==> config.mk <==
export PLATFORM = sky130hd
export DESIGN_NAME = atf_device_flat
export DESIGN_NICKNAME = d
export VERILOG_FILES = /design/src/pkg/atf_pkg.sv /design/src/pkg/atf_if.sv /design/src/rtl/atf_device.sv /design/src/flat_wrapper.sv
export SDC_FILE = /design/constraint.sdc
export NUM_CORES = 1
export LEC_CHECK = 0
export ABC_AREA = 0
export BUFFER_PORTS_ARGS = -buffer_cell sky130_fd_sc_hd__buf_2
export CELL_PAD_IN_SITES_DETAIL_PLACEMENT = 1
export CELL_PAD_IN_SITES_GLOBAL_PLACEMENT = 1
export CORE_ASPECT_RATIO = 1.25
export CORE_UTILIZATION = 29
export CTS_CLUSTER_SIZE = 8
export DETAILED_ROUTE_END_ITERATION = 10
export GPL_TIMING_DRIVEN = 0
export PLACE_DENSITY = 0.67
export SYNTH_ARGS = -nofsm -noshare
export SYNTH_HDL_FRONTEND = slang
export SYNTH_SLANG_ARGS = --single-unit
==> constraint.sdc <==
create_clock -name aclk -period 2.3 [get_ports aclk]
set_clock_uncertainty 0.2 [all_clocks]
set_input_delay 0.345 -clock aclk [delete_from_list [all_inputs] [get_ports aclk]]
set_output_delay 0.345 -clock aclk [all_outputs]
set_load 0.05 [all_outputs]
==> src/pkg/atf_pkg.sv <==
// Package: task file register addresses, status bits, command codes
package atf_pkg;
    // Register addresses on the task file port
    localparam logic [2:0] ADDR_CYL_LOW  = 3'h4;
    localparam logic [2:0] ADDR_CYL_HIGH = 3'h5;
    localparam logic [2:0] ADDR_UNIT_HD  = 3'h6;
    localparam logic [2:0] ADDR_STATUS   = 3'h7;
    localparam logic [2:0] ADDR_SEC_NUM  = 3'h3;
    localparam logic [2:0] ADDR_FEATURE  = 3'h1;
    localparam logic [2:0] ADDR_SEC_CNT  = 3'h2;
    localparam logic [2:0] ADDR_CTRL     = 3'h6;

    // Status bit positions
    localparam int BIT_BUSY  = 7;
    localparam int BIT_RDY   = 6;
    localparam int BIT_WF    = 5;
    localparam int BIT_SEEK  = 4;
    localparam int BIT_XFER  = 3;
    localparam int BIT_FIXED = 2;
    localparam int BIT_INDEX = 1;
    localparam int BIT_ERR   = 0;

    // Drive/head and control register fields
    localparam int BIT_LINEAR = 6;
    localparam int BIT_UNIT   = 4;
    localparam int BIT_MASK   = 1;

    localparam logic [7:0] UNIT_HD_RESET = 8'hA0;
    localparam logic [7:0] STATUS_RESET  = 8'h50;
    localparam logic [7:0] CTRL_RESET    = 8'h08;

    // Command codes
    localparam logic [7:0] CMD_WR_SEC0   = 8'h30;
    localparam logic [7:0] CMD_WR_SEC1   = 8'h31;
    localparam logic [7:0] CMD_WR_LONG0  = 8'h32;
    localparam logic [7:0] CMD_WR_LONG1  = 8'h33;
    localparam logic [7:0] CMD_WR_NOERS  = 8'h38;
    localparam logic [7:0] CMD_WR_VERIFY = 8'h3C;
    localparam logic [7:0] CMD_WR_MULT   = 8'hC5;
    localparam logic [7:0] CMD_WR_MULTNE = 8'hCD;
    localparam logic [7:0] CMD_SET_FEAT  = 8'hEF;

    // Cycles a command keeps the device busy
    localparam int EXEC_CYCLES = 8;

    // Host register map on AXI4-Lite
    localparam logic [4:0] HREG_CMD    = 5'h00;
    localparam logic [4:0] HREG_STATUS = 5'h04;
    localparam logic [4:0] HREG_RDATA  = 5'h08;
    localparam int HCMD_GO    = 8;
    localparam int HCMD_WRITE = 9;
    localparam int HCMD_ADDR  = 16;
    localparam int HCMD_ALT   = 19;
    localparam int HST_BUSY   = 0;
    localparam int HST_IRQ    = 1;
endpackage

==> src/pkg/atf_if.sv <==
// Interface: task file port between host controller and device
`timescale 1ns/100ps
interface atf_if;
    logic       rd_strobe;
    logic       wr_strobe;
    logic       alt_space;
    logic [2:0] addr;
    logic [7:0] wdata;
    logic [7:0] rdata;
    logic       host_interrupt_request;

    modport device (
        input  rd_strobe, wr_strobe, alt_space, addr, wdata,
        output rdata, host_interrupt_request
    );
    modport host (
        output rd_strobe, wr_strobe, alt_space, addr, wdata,
        input  rdata, host_interrupt_request
    );
endinterface

==> src/rtl/atf_device.sv <==
// Device end: task file registers, status, command decoder
//
// The AXI4-Lite register port and the register addresses were chosen for this implementation.
`timescale 1ns/100ps
// Summary of operation
// Cylinder high holds block address upper byte
// Host writes ones to obsolete bits
// Bit 6 chooses linear or geometry addressing
// Linear address built from four registers
// Card answers only when unit matches strap
// Low nibble gives head, bit 3 MSB
// Status read in I/O mode drops interrupt; the code drops it only when level_irq_mode is also set
// Busy set while executing; others invalid
// Transfers refused unless ready and seek done
// Write fault sets status bit 5
// Seek done sets status bit 4
// Transfer bit set for data, cleared by command
// Corrected data sets status bit 2
// Status bit 1 always zero
// Error bit set on failure, cleared next command
// Shadow status read keeps interrupt
// Host loads parameters then writes command
// Decode write codes 30/31, C5, CD
// Decode 38, 3C, 32/33
// Only used registers carry parameters
// Power commands use only unit select
// Mask-low bit clear enables interrupt
// Unknown codes abort with error bit
// Command write sets busy, clears error
module atf_device #(
    parameter int EXEC_CYCLES = atf_pkg::EXEC_CYCLES
) (
    input  wire logic        aclk,
    input  wire logic        aresetn,
    atf_if.device            tf,
    input  wire logic        unit_strap_pin,
    input  wire logic        io_mode,
    input  wire logic        level_irq_mode,
    input  wire logic        write_fault_in,
    input  wire logic        fixed_data_in,
    input  wire logic        seek_done_in,
    output logic [27:0]      linear_address,
    output logic             linear_addressing_select,
    output logic [3:0]       head_select_bits,
    output logic [7:0]       last_opcode,
    output logic             cmd_start
);
    typedef enum logic [1:0] {
        ATF_IDLE = 2'b00,
        ATF_EXEC = 2'b01
    } atf_state_t;

    atf_state_t  state_q;
    logic [7:0]  cyl_high_q, cyl_low_q, sec_num_q, sec_cnt_q, feature_q, unit_hd_q, ctrl_q;
    logic [7:0]  opcode_q;
    logic        busy_flag, device_ready_flag, write_fault_flag, seek_done_flag;
    logic        transfer_request_flag, fixed_data_flag, err_q, irq_pend_q, unit_q;
    logic [1:0]  strap_sync_q;
    logic [7:0]  cnt_q;
    logic        selected, cmd_wr, stat_rd;
    logic [7:0]  status;

    // Known-command decode
    function automatic logic known_cmd(input logic [7:0] c);
        logic k;
        k = 1'b0;
        case (c)
            atf_pkg::CMD_WR_SEC0, atf_pkg::CMD_WR_SEC1, atf_pkg::CMD_WR_MULT, atf_pkg::CMD_WR_MULTNE: k = 1'b1;
            atf_pkg::CMD_WR_NOERS, atf_pkg::CMD_WR_VERIFY, atf_pkg::CMD_WR_LONG0, atf_pkg::CMD_WR_LONG1: k = 1'b1;
            8'hE5, 8'h98, 8'hE0, 8'h94, 8'hE6, 8'h99, 8'hE2, 8'h96: k = 1'b1;
            atf_pkg::CMD_SET_FEAT: k = 1'b1;
            8'h90, 8'hC0, 8'h50, 8'hEC, 8'hE3, 8'h97, 8'hE1, 8'h95, 8'h91, 8'hE4, 8'hC4,
            8'h22, 8'h23, 8'h20, 8'h21, 8'h40, 8'h41, 8'h03, 8'hC6, 8'h87, 8'hF5, 8'hE8: k = 1'b1;
            default: k = (c[7:4] == 4'h1) || (c[7:4] == 4'h7);
        endcase
        return k;
    endfunction

    // Data transfer or seek commands need ready and seek-complete
    function automatic logic media_cmd(input logic [7:0] c);
        return (c[7:4] inside {4'h2, 4'h3, 4'h4, 4'h7}) || (c inside {8'hC4, 8'hC5, 8'hCD});
    endfunction

    // ********
    // Strap synchroniser and selection
    // ********
    always_ff @(posedge aclk) begin
        if (!aresetn) begin
            strap_sync_q <= 2'b00;
        end else begin
            strap_sync_q <= {strap_sync_q[0], unit_strap_pin};
        end
    end
    assign unit_q   = strap_sync_q[1];
    assign selected = (unit_hd_q[atf_pkg::BIT_UNIT] == unit_q);
    assign cmd_wr   = tf.wr_strobe && !tf.alt_space && tf.addr == atf_pkg::ADDR_STATUS && selected;
    assign stat_rd  = tf.rd_strobe && !tf.alt_space && tf.addr == atf_pkg::ADDR_STATUS && selected;

    // ********
    // Parameter registers
    // ********
    always_ff @(posedge aclk) begin
        if (!aresetn) begin
            cyl_high_q <= 8'h00;
            cyl_low_q  <= 8'h00;
            sec_num_q  <= 8'h01;
            sec_cnt_q  <= 8'h01;
            feature_q  <= 8'h00;
            unit_hd_q  <= atf_pkg::UNIT_HD_RESET;
            ctrl_q     <= atf_pkg::CTRL_RESET;
        end else if (tf.wr_strobe && !busy_flag) begin
            // Unit select is written regardless so either card tracks it
            if (tf.alt_space) begin
                if (tf.addr == atf_pkg::ADDR_CTRL && selected) ctrl_q <= tf.wdata;
            end else begin
                case (tf.addr)
                    atf_pkg::ADDR_CYL_HIGH: if (selected) cyl_high_q <= tf.wdata;
                    atf_pkg::ADDR_CYL_LOW:  if (selected) cyl_low_q <= tf.wdata;
                    atf_pkg::ADDR_SEC_NUM:  if (selected) sec_num_q <= tf.wdata;
                    atf_pkg::ADDR_SEC_CNT:  if (selected) sec_cnt_q <= tf.wdata;
                    atf_pkg::ADDR_FEATURE:  if (selected) feature_q <= tf.wdata;
                    atf_pkg::ADDR_UNIT_HD:  unit_hd_q <= tf.wdata;
                    default: ;
                endcase
            end
        end
    end

    assign linear_addressing_select = unit_hd_q[atf_pkg::BIT_LINEAR];
    assign head_select_bits         = unit_hd_q[3:0];
    assign linear_address = {unit_hd_q[3:0], cyl_high_q, cyl_low_q, sec_num_q};

    // ********
    // Command execution and status
    // ********
    always_ff @(posedge aclk) begin
        if (!aresetn) begin
            state_q               <= ATF_IDLE;
            busy_flag             <= 1'b0;
            err_q                 <= 1'b0;
            transfer_request_flag <= 1'b0;
            opcode_q              <= 8'h00;
            cnt_q                 <= 8'h00;
            cmd_start             <= 1'b0;
        end else begin
            cmd_start <= 1'b0;
            case (state_q)
                ATF_IDLE: begin
                    if (cmd_wr) begin
                        busy_flag             <= 1'b1;
                        err_q                 <= 1'b0;
                        transfer_request_flag <= 1'b0;
                        opcode_q              <= tf.wdata;
                        cnt_q                 <= 8'(EXEC_CYCLES - 1);
                        state_q               <= ATF_EXEC;
                    end
                end
                ATF_EXEC: begin
                    if (cnt_q != 8'h00) begin
                        cnt_q <= cnt_q - 8'h01;
                    end else begin
                        busy_flag <= 1'b0;
                        state_q   <= ATF_IDLE;
                        if (!known_cmd(opcode_q) ||
                            (media_cmd(opcode_q) && !(device_ready_flag && seek_done_flag))) begin
                            err_q <= 1'b1;
                        end else begin
                            cmd_start <= 1'b1;
                            transfer_request_flag <= media_cmd(opcode_q) && opcode_q[7:4] != 4'h7
                                                     && opcode_q[7:4] != 4'h4;
                        end
                    end
                end
                default: state_q <= ATF_IDLE;
            endcase
        end
    end

    // Status inputs are sampled like any other pin
    logic [2:0] in_s1_q, in_s2_q;
    always_ff @(posedge aclk) begin
        if (!aresetn) begin
            in_s1_q <= 3'b000;
            in_s2_q <= 3'b000;
        end else begin
            in_s1_q <= {write_fault_in, fixed_data_in, seek_done_in};
            in_s2_q <= in_s1_q;
        end
    end
    assign write_fault_flag  = in_s2_q[2];
    assign fixed_data_flag   = in_s2_q[1];
    assign seek_done_flag    = in_s2_q[0];
    assign device_ready_flag = !write_fault_flag;

    always_comb begin
        status = 8'h00;
        status[atf_pkg::BIT_BUSY]  = busy_flag;
        status[atf_pkg::BIT_RDY]   = device_ready_flag;
        status[atf_pkg::BIT_WF]    = write_fault_flag;
        status[atf_pkg::BIT_SEEK]  = seek_done_flag;
        status[atf_pkg::BIT_XFER]  = transfer_request_flag;
        status[atf_pkg::BIT_FIXED] = fixed_data_flag;
        status[atf_pkg::BIT_INDEX] = 1'b0;
        status[atf_pkg::BIT_ERR]   = err_q;
    end

    // ********
    // Read data and interrupt
    // ********
    always_ff @(posedge aclk) begin
        if (!aresetn) begin
            tf.rdata <= 8'h00;
        end else if (tf.rd_strobe && selected) begin
            if (tf.alt_space) begin
                tf.rdata <= (tf.addr == atf_pkg::ADDR_CTRL) ? status : 8'h00;
            end else begin
                case (tf.addr)
                    atf_pkg::ADDR_CYL_HIGH: tf.rdata <= cyl_high_q;
                    atf_pkg::ADDR_CYL_LOW:  tf.rdata <= cyl_low_q;
                    atf_pkg::ADDR_SEC_NUM:  tf.rdata <= sec_num_q;
                    atf_pkg::ADDR_SEC_CNT:  tf.rdata <= sec_cnt_q;
                    atf_pkg::ADDR_UNIT_HD:  tf.rdata <= unit_hd_q;
                    atf_pkg::ADDR_STATUS:   tf.rdata <= status;
                    default:                tf.rdata <= 8'h00;
                endcase
            end
        end
    end

    // Completion sets pending; set wins over a same-cycle status read
    always_ff @(posedge aclk) begin
        if (!aresetn) begin
            irq_pend_q <= 1'b0;
        end else if (state_q == ATF_EXEC && cnt_q == 8'h00) begin
            irq_pend_q <= 1'b1;
        end else if (stat_rd && io_mode && level_irq_mode) begin
            irq_pend_q <= 1'b0;
        end
    end
    assign tf.host_interrupt_request = irq_pend_q && !ctrl_q[atf_pkg::BIT_MASK];
    assign last_opcode = opcode_q;
endmodule

==> src/flat_wrapper.sv <==
// flat-port wrapper written by rule: the top's interface ports become plain ports
module atf_device_flat 
#(
    parameter int EXEC_CYCLES = atf_pkg::EXEC_CYCLES
)
  (aclk, aresetn, unit_strap_pin, io_mode, level_irq_mode, write_fault_in, fixed_data_in, seek_done_in, linear_address, linear_addressing_select, head_select_bits, last_opcode, cmd_start, tf_rd_strobe, tf_wr_strobe, tf_alt_space, tf_addr, tf_wdata, tf_rdata, tf_host_interrupt_request);
  atf_if tf_i ();
  input  wire logic aclk;
  input  wire logic aresetn;
  input  wire logic unit_strap_pin;
  input  wire logic io_mode;
  input  wire logic level_irq_mode;
  input  wire logic write_fault_in;
  input  wire logic fixed_data_in;
  input  wire logic seek_done_in;
  output logic [27:0] linear_address;
  output logic linear_addressing_select;
  output logic [3:0] head_select_bits;
  output logic [7:0] last_opcode;
  output logic cmd_start;
  input wire logic [$bits(tf_i.rd_strobe)-1:0] tf_rd_strobe;
  input wire logic [$bits(tf_i.wr_strobe)-1:0] tf_wr_strobe;
  input wire logic [$bits(tf_i.alt_space)-1:0] tf_alt_space;
  input wire logic [$bits(tf_i.addr)-1:0] tf_addr;
  input wire logic [$bits(tf_i.wdata)-1:0] tf_wdata;
  output wire logic [$bits(tf_i.rdata)-1:0] tf_rdata;
  output wire logic [$bits(tf_i.host_interrupt_request)-1:0] tf_host_interrupt_request;
  assign tf_i.rd_strobe = tf_rd_strobe;
  assign tf_i.wr_strobe = tf_wr_strobe;
  assign tf_i.alt_space = tf_alt_space;
  assign tf_i.addr = tf_addr;
  assign tf_i.wdata = tf_wdata;
  assign tf_rdata = tf_i.rdata;
  assign tf_host_interrupt_request = tf_i.host_interrupt_request;
  atf_device #(.EXEC_CYCLES(EXEC_CYCLES)) u_core (.aclk(aclk), .aresetn(aresetn), .tf(tf_i), .unit_strap_pin(unit_strap_pin), .io_mode(io_mode), .level_irq_mode(level_irq_mode), .write_fault_in(write_fault_in), .fixed_data_in(fixed_data_in), .seek_done_in(seek_done_in), .linear_address(linear_address), .linear_addressing_select(linear_addressing_select), .head_select_bits(head_select_bits), .last_opcode(last_opcode), .cmd_start(cmd_start));
endmodule
==> summary.md, run 1 <==
| Metric | Value |
|---|---|
| Status | finished, final reports clean |
| Worst R2R Setup Slack | 0.1 ns |
| Synth Flop Type | dfxtp_1 |
| Gpl congestion | 0.817 |
| Synth top area cells | dfxtp_1 41%, mux2i_1 13%, nor2_1 7.0%, a221oi_1 2.5%, mux2_2 2.1% |
| Synth Cell Area | 3790 um^2 |
| Initial core utilization | 29.8% |
| Slew @ Worst Pin | 0.598 ns |
| # Max-Cap Violations | 0 |
| Port Buffers | 72 |
| Seq cells post-synth | 78 |
| Gr usage total | 18.1% |
| Clock root buffer | clkbuf_16 |
| Filler cells | 1498 |
| H-tree levels | 3 |
| Area share of the largest cell type after synthesis | 41.2% |
| Post-layout utilization of the core | 37.6% |
| Dpl cells | 651 |
| WP data arrival | 2.26 ns |
| DIE HEIGHT | 130 um |
| FP Rows | 46 |
| Endpoint type of the worst setup path | flip-flop |
| CTS sink cnt | 78 |
| HP Class | in2reg |
| Antenna cell count | 0 |
| Setup ws final | 0.0984 ns |
| Maximum clock path buffer count | 2 |
| Worst Path Required | 2.36 ns |
| Post-synth EDFFs | 0 |
| Max Clock Freq | 454 MHz |
| Final Hold Viols | 0 |
| First DRT Iteration DRCs | 92 |
| Cell taking the most area after synthesis | dfxtp_1 |
| Largest net degree at the start of global routing | 15 |
| Dpl hpwl | 8860 um |
| Total Power | 3.14 mW |
| Synth cell types | 55 |
| Detailed-route wire length | 12000 um |
| I/O pins | 73 |
| Synthesized instance count | 411 |
| Post-route minimum period | 2.20 ns |
| RSZ-0062 raised after global routing | false |
| Post-synth ARST share | 0% |
| Vias per cell | 5.07 |
| Final ANT Viol Nets | 0 |
| Clock transition at path regs | 0.06 ns |
| GRT overflow | 0 |
| Total number of vias | 3403 |
| Antenna violations before repair | 0 |
| Mapped Nets | 434 |
| Flip-flop and latch area | 1570 um^2 |
| Final #Nets | 521 |
| Non-Filler Instances | 671 |
| DIE WIDTH | 104 um |
| P_leak | 2.11 nW |
| Share of cells above drive strength 1 | 27.8% |
| Area Growth Syn to Fin | 26.3% |
| Setup TNS | 0 ns |
| Slew HR | 59.9% |
| Peak supply drop | 0.000333 V |
| Vias in the first global route | 3603 |
| CTS tree | done |
| Tcrit/Tclk final | 95.7% |
| First-pass GRT wire length | 19100 um |
| Setup CP Type | reg2reg |
| WHS | 0.0145 ns |
| Cell area power density | 656 nW/um^2 |
| Crit start category | flip-flop |
| Residual DRC count | 0 |
| Synthesized area per cell | 9.22 um^2 |
| Crit Path Max Fanout | 10 |
| Post-route cell area | 4780 um^2 |
| Placed Area | 4360 um^2 |
| Core Area | 12700 um^2 |
| Inserted Clock Buffers | 9 |
| Syn. warnings | 0 |
| Slew Limit Fails | 0 |
| Area of the multi-input gates | 2060 um^2 |
| First-pass iteration count of the detailed router | 4 |
| Worst-skew pair later-pin latency | 0.34 ns |
| Sequential element share of the synthesized area | 41.2% |
| Place WS | -0.137 ns |
| Wirelength per Cell | 17.8 um |
| DIE AREA | 13500 um^2 |
| Endpoints failing setup | 0 |
-- synthesized netlist by cell type (5+ instances only) --
cell type and n:
nor3_1 5, a221oi_1 11, buf_2 8, a211oi_1 8, clkbuf_1 15, inv_1 7
nor2_1 71, buf_4 10, nand2_1 17, dfxtp_1 78, nor3b_1 5, xnor2_1 5
nand3_1 7, mux2_2 7, a22oi_1 9, mux2i_1 51, a21oi_1 15, and2_1 11
-- critical path, cell delays in order (launching register included) --
cell and delay, ns:
dfxtp_2 0.33, buf_4 0.17, buf_6 0.15, nor4bb_4 0.25, a31oi_1 0.08, a21boi_1 0.16, o211ai_1 0.19, a311o_1 0.43
o22ai_1 0.16
-- sequential cells by signal (all words and copies together), names as in the netlist --
register / flops
u_core.sec_cnt_q: 8
u_core.in_s2_q: 3
u_core.transfer_request_flag: 1
u_core.in_s1_q: 3
u_core.unit_hd_q: 8
u_core.last_opcode: 8
u_core.cyl_high_q: 8
u_core.state_q: 1
u_core.ctrl_q: 1
u_core.cnt_q: 8
u_core.err_q: 1
u_core.sec_num_q: 8
u_core.irq_pend_q: 1
u_core.cyl_low_q: 8
u_core.cmd_start: 1
u_core.strap_sync_q: 2
u_core.tf.rdata: 8
-- final cells by class --
cell class              instances  share of cell area [%]
flip-flops and latches         78                    32.8
clock buffers                  10                    4.79
inverters                       7                   0.549
well taps                     168                    4.40
repair buffers                 76                    8.16
clock inverters                 6                    1.49
multi-input cells             288                    43.0
plain buffers                  38                    4.81
-- kinds of logic (layout without fill, tap and decap cells) --
group / Yosys count / after routing / synth area share (%)
simple gates: 152 / 152 / 20.7
compound gates: 68 / 68 / 13.6
flops: 78 / 78 / 41.2
xor+xnor: 9 / 9 / 2.08
fa+ha+maj: 1 / 1 / 0.330
buf+inv: 45 / 137 / 6.51
mux: 58 / 58 / 15.6
-- power breakdown --
group	switching, mW	leakage, nW	internal, mW	total [mW]
combinational	0.196	1.34	0.0938	0.290
clock	0.600	0.139	0.849	1.45
sequential	0.0212	0.634	1.38	1.40
total	0.817	2.11	2.32	3.14
-- final timing paths --
path,startpoint,endpoint,cells after the start
worst max-delay path,u_core.last_opcode[4]$_SDFFE_PN0P_,u_core.transfer_request_flag$_SDFFE_PN0P_,8
worst min-delay path,seek_done_in,u_core.in_s1_q[0]$_SDFF_PN0_,2
worst max register to register,u_core.last_opcode[4]$_SDFFE_PN0P_,u_core.transfer_request_flag$_SDFFE_PN0P_,8
worst min register to register,u_core.strap_sync_q[0]$_SDFF_PN0_,u_core.strap_sync_q[1]$_SDFF_PN0_,1
-- placed cells by master, fill, tap and decap left out, types with 5 or more instances in the layout --
cell	instances
inv_1	7
a22oi_1	9
a211oi_1	8
dfxtp_1	73
buf_4	14
clkbuf_16	9
clkbuf_1	15
and2_1	11
nor2_1	71
a21oi_1	14
mux2_2	7
buf_2	78
a221oi_1	11
dfxtp_2	5
nand3_1	6
mux2i_1	51
nor3_1	5
nand2_1	17
-- per-layer routing --
layer	wire, um	GRT usage [%]	share of wire (%)
met5	0	0	0
met3	440	3.30	3.7
met4	195	6.47	1.6
met1	5180	20.9	43
met2	6140	33.5	51
-- repair_timing --
action | CTS | global route
hold buffers | 0 | 0
gates cloned | 0 | 0
setup buffers | 0 | 4
setup endpoints to repair | 3 | 19
gates resized for setup | 2 | 15
pin swaps | 0 | 6
No activity file was read; power rests on OpenSTA's default activity.
==> run 2: changes to the inputs <==
--- a/config.mk
+++ b/config.mk
@@ -14,6 +14,7 @@
 export CTS_CLUSTER_SIZE = 8
 export DETAILED_ROUTE_END_ITERATION = 10
 export GPL_TIMING_DRIVEN = 0
+export HOLD_SLACK_MARGIN = 0.02
 export PLACE_DENSITY = 0.67
 export SYNTH_ARGS = -nofsm -noshare
 export SYNTH_HDL_FRONTEND = slang
==> summary.md, run 2 (synthesis results as in run 1) <==
| Metric | Value |
|---|---|
| Hold Crit Depth | 2 |
| CP max-delay cell | a311o_1 |
| Wirelength per Cell | 17.7 um |
| Non-Filler Instances | 674 |
| Worst-skew pair later-pin latency | 0.34 ns |
| Detailed-route wire length | 11900 um |
| Residual DRC count | 0 |
| FF-to-FF Start | u_core.last_opcode[4]$_SDFFE_PN0P_ |
| First-pass GRT wire length | 19100 um |
| Reg-to-Reg End | u_core.transfer_request_flag$_SDFFE_PN0P_ |
| Worst R2R Path Depth | 8 |
| Clock root buffer | clkbuf_16 |
| Crit start category | flip-flop |
| Antenna violations before repair | 0 |
| Dpl cells | 651 |
| # Max-Cap Violations | 0 |
| Endpoints failing setup | 0 |
| Slew @ Worst Pin | 0.598 ns |
| Inserted Clock Buffers | 9 |
| Commonest non-fill, non-tap cell in the layout | buf_2 |
| Cell area power density | 653 nW/um^2 |
| Total number of vias | 3422 |
| Share of cells above drive strength 1 | 27.7% |
| Most frequent cells in the layout | 78 x buf_2, 73 x dfxtp_1, 71 x nor2_1 |
| Worst Path Required | 2.36 ns |
| CTS tree | done |
| Max Clock Freq | 456 MHz |
| Initial core utilization | 29.8% |
| Cells along the critical path | buf_4 > buf_6 > nor4bb_4 > a31oi_1 > a21boi_1 > o211ai_1 > a311o_1 > o22ai_1 |
| P_leak | 2.13 nW |
| Setup ws final | 0.106 ns |
| Core Area | 12700 um^2 |
| CTS sink cnt | 78 |
| Setup CP Type | reg2reg |
| Hold endpoint | u_core.in_s1_q[1]$_SDFF_PN0_ |
| Place WS | -0.137 ns |
| Maximum clock path buffer count | 2 |
| Endpoint type of the worst setup path | flip-flop |
| GRT overflow | 0 |
| HP Start | fixed_data_in |
| First DRT Iteration DRCs | 85 |
| I/O pins | 73 |
| Worst R2R Setup Slack | 0.11 ns |
| Clock transition at path regs | 0.06 ns |
| Final Hold Viols | 0 |
| Slew Limit Fails | 0 |
| DIE WIDTH | 104 um |
| Peak supply drop | 0.000333 V |
| Gr usage total | 18.1% |
| Vias per cell | 5.08 |
| Slew HR | 59.8% |
| DIE AREA | 13500 um^2 |
| H-tree levels | 3 |
| Dpl hpwl | 8860 um |
| HP Class | in2reg |
| Gpl congestion | 0.817 |
| FP Rows | 46 |
| Final #Nets | 524 |
| Vias in the first global route | 3619 |
| Final ANT Viol Nets | 0 |
| Area Growth Syn to Fin | 27.1% |
| Tcrit/Tclk final | 95.4% |
| Port Buffers | 72 |
| RSZ-0062 raised after global routing | false |
| Crit Path Max Fanout | 10 |
| Post-route minimum period | 2.19 ns |
| DIE HEIGHT | 130 um |
| Largest stage delay, worst path | 0.43 ns |
| Filler cells | 1501 |
| Largest net degree at the start of global routing | 15 |
| WP data arrival | 2.25 ns |
| Status | finished, final reports clean |
| First-pass iteration count of the detailed router | 4 |
| Antenna cell count | 0 |
run 2: cell count changes in the layout (fill, tap and decap cells not counted):
cell,before,now
dlygate4sd3_1,0,3
run 2: worst max-delay path by stage:
| stage | start | endpoint | slack [ns] |
|---|---|---|---|
| final | u_core.last_opcode[4]$_SDFFE_PN0P_ | u_core.transfer_request_flag$_SDFFE_PN0P_ | 0.11 |
| after detailed placement | tf_addr[2] | u_core.cyl_high_q[0]$_SDFFE_PN0P_ | -0.14 |
| after global placement | tf_addr[2] | u_core.cyl_high_q[1]$_SDFFE_PN0P_ | -0.06 |
| after CTS | u_core.last_opcode[4]$_SDFFE_PN0P_ | u_core.transfer_request_flag$_SDFFE_PN0P_ | 0.02 |
| after global routing | u_core.cnt_q[2]$_SDFFE_PN0P_ | u_core.transfer_request_flag$_SDFFE_PN0P_ | 0.002 |
| after floorplan | u_core.last_opcode[2]$_SDFFE_PN0P_ | u_core.transfer_request_flag$_SDFFE_PN0P_ | 0.0001 |
run 2: report_power, final:
| group | switching (mW) | internal [mW] | total [mW] |
|---|---|---|---|
| sequential | 0.0211 | 1.38 | 1.40 |
| combinational | 0.197 | 0.0971 | 0.294 |
| clock | 0.599 | 0.849 | 1.45 |
run 2: timing repair:
item                                    in CTS  in global routing
hold buffers                                 3                  0
endpoints found under the setup margin       3                 19
pin swaps                                    0                  6
endpoints found under the hold margin        3                  0
resized for setup                            2                 15
gates cloned                                 0                  0
buffers inserted                             0                  4
run 2: per-stage QoR:
step	setup TNS [ns]	instance area [um^2]	hold slack, ns	total power [mW]	util [%]
4_1_cts	0	4710	0.0313	3.17	37.0
6_report	0	4810	0.0379	3.14	37.8
2_1_floorplan	0	3790	0.212	1.61	-
3_5_place_dp	-1.26	4360	0.221	1.71	34.3
5_1_grt	0	4810	0.0618	3.25	37.8
3_3_place_gp	-0.468	4360	0.218	1.71	34.3
run 2: critical path, delay by kind of cell (launching register included):
family                 cells  cell delay, ns
DFF                        1            0.33
and+or+nand+nor            1            0.25
buffers and inverters      2            0.32
AOI/OAI and AO/OA          5            1.02
run 2: layout make-up:
class | count | area [um^2] | share of cell area (%)
multi-input cells | 288 | 2060 | 42.7
flip-flops and latches | 78 | 1570 | 32.6
repair buffers | 79 | 420 | 8.74
plain buffers | 38 | 230 | 4.78
clock buffers | 10 | 229 | 4.76
well taps | 168 | 210 | 4.37
clock inverters | 6 | 71.3 | 1.48
inverters | 7 | 26.3 | 0.546
run 2: layer usage:
metal	global-route usage (%)	up-vias	wire, um
met5	0	-	0
met4	6.47	0	195
met3	3.25	21	443
met2	33.6	75	6130
met1	20.9	1677	5180
li1	-	1649	-
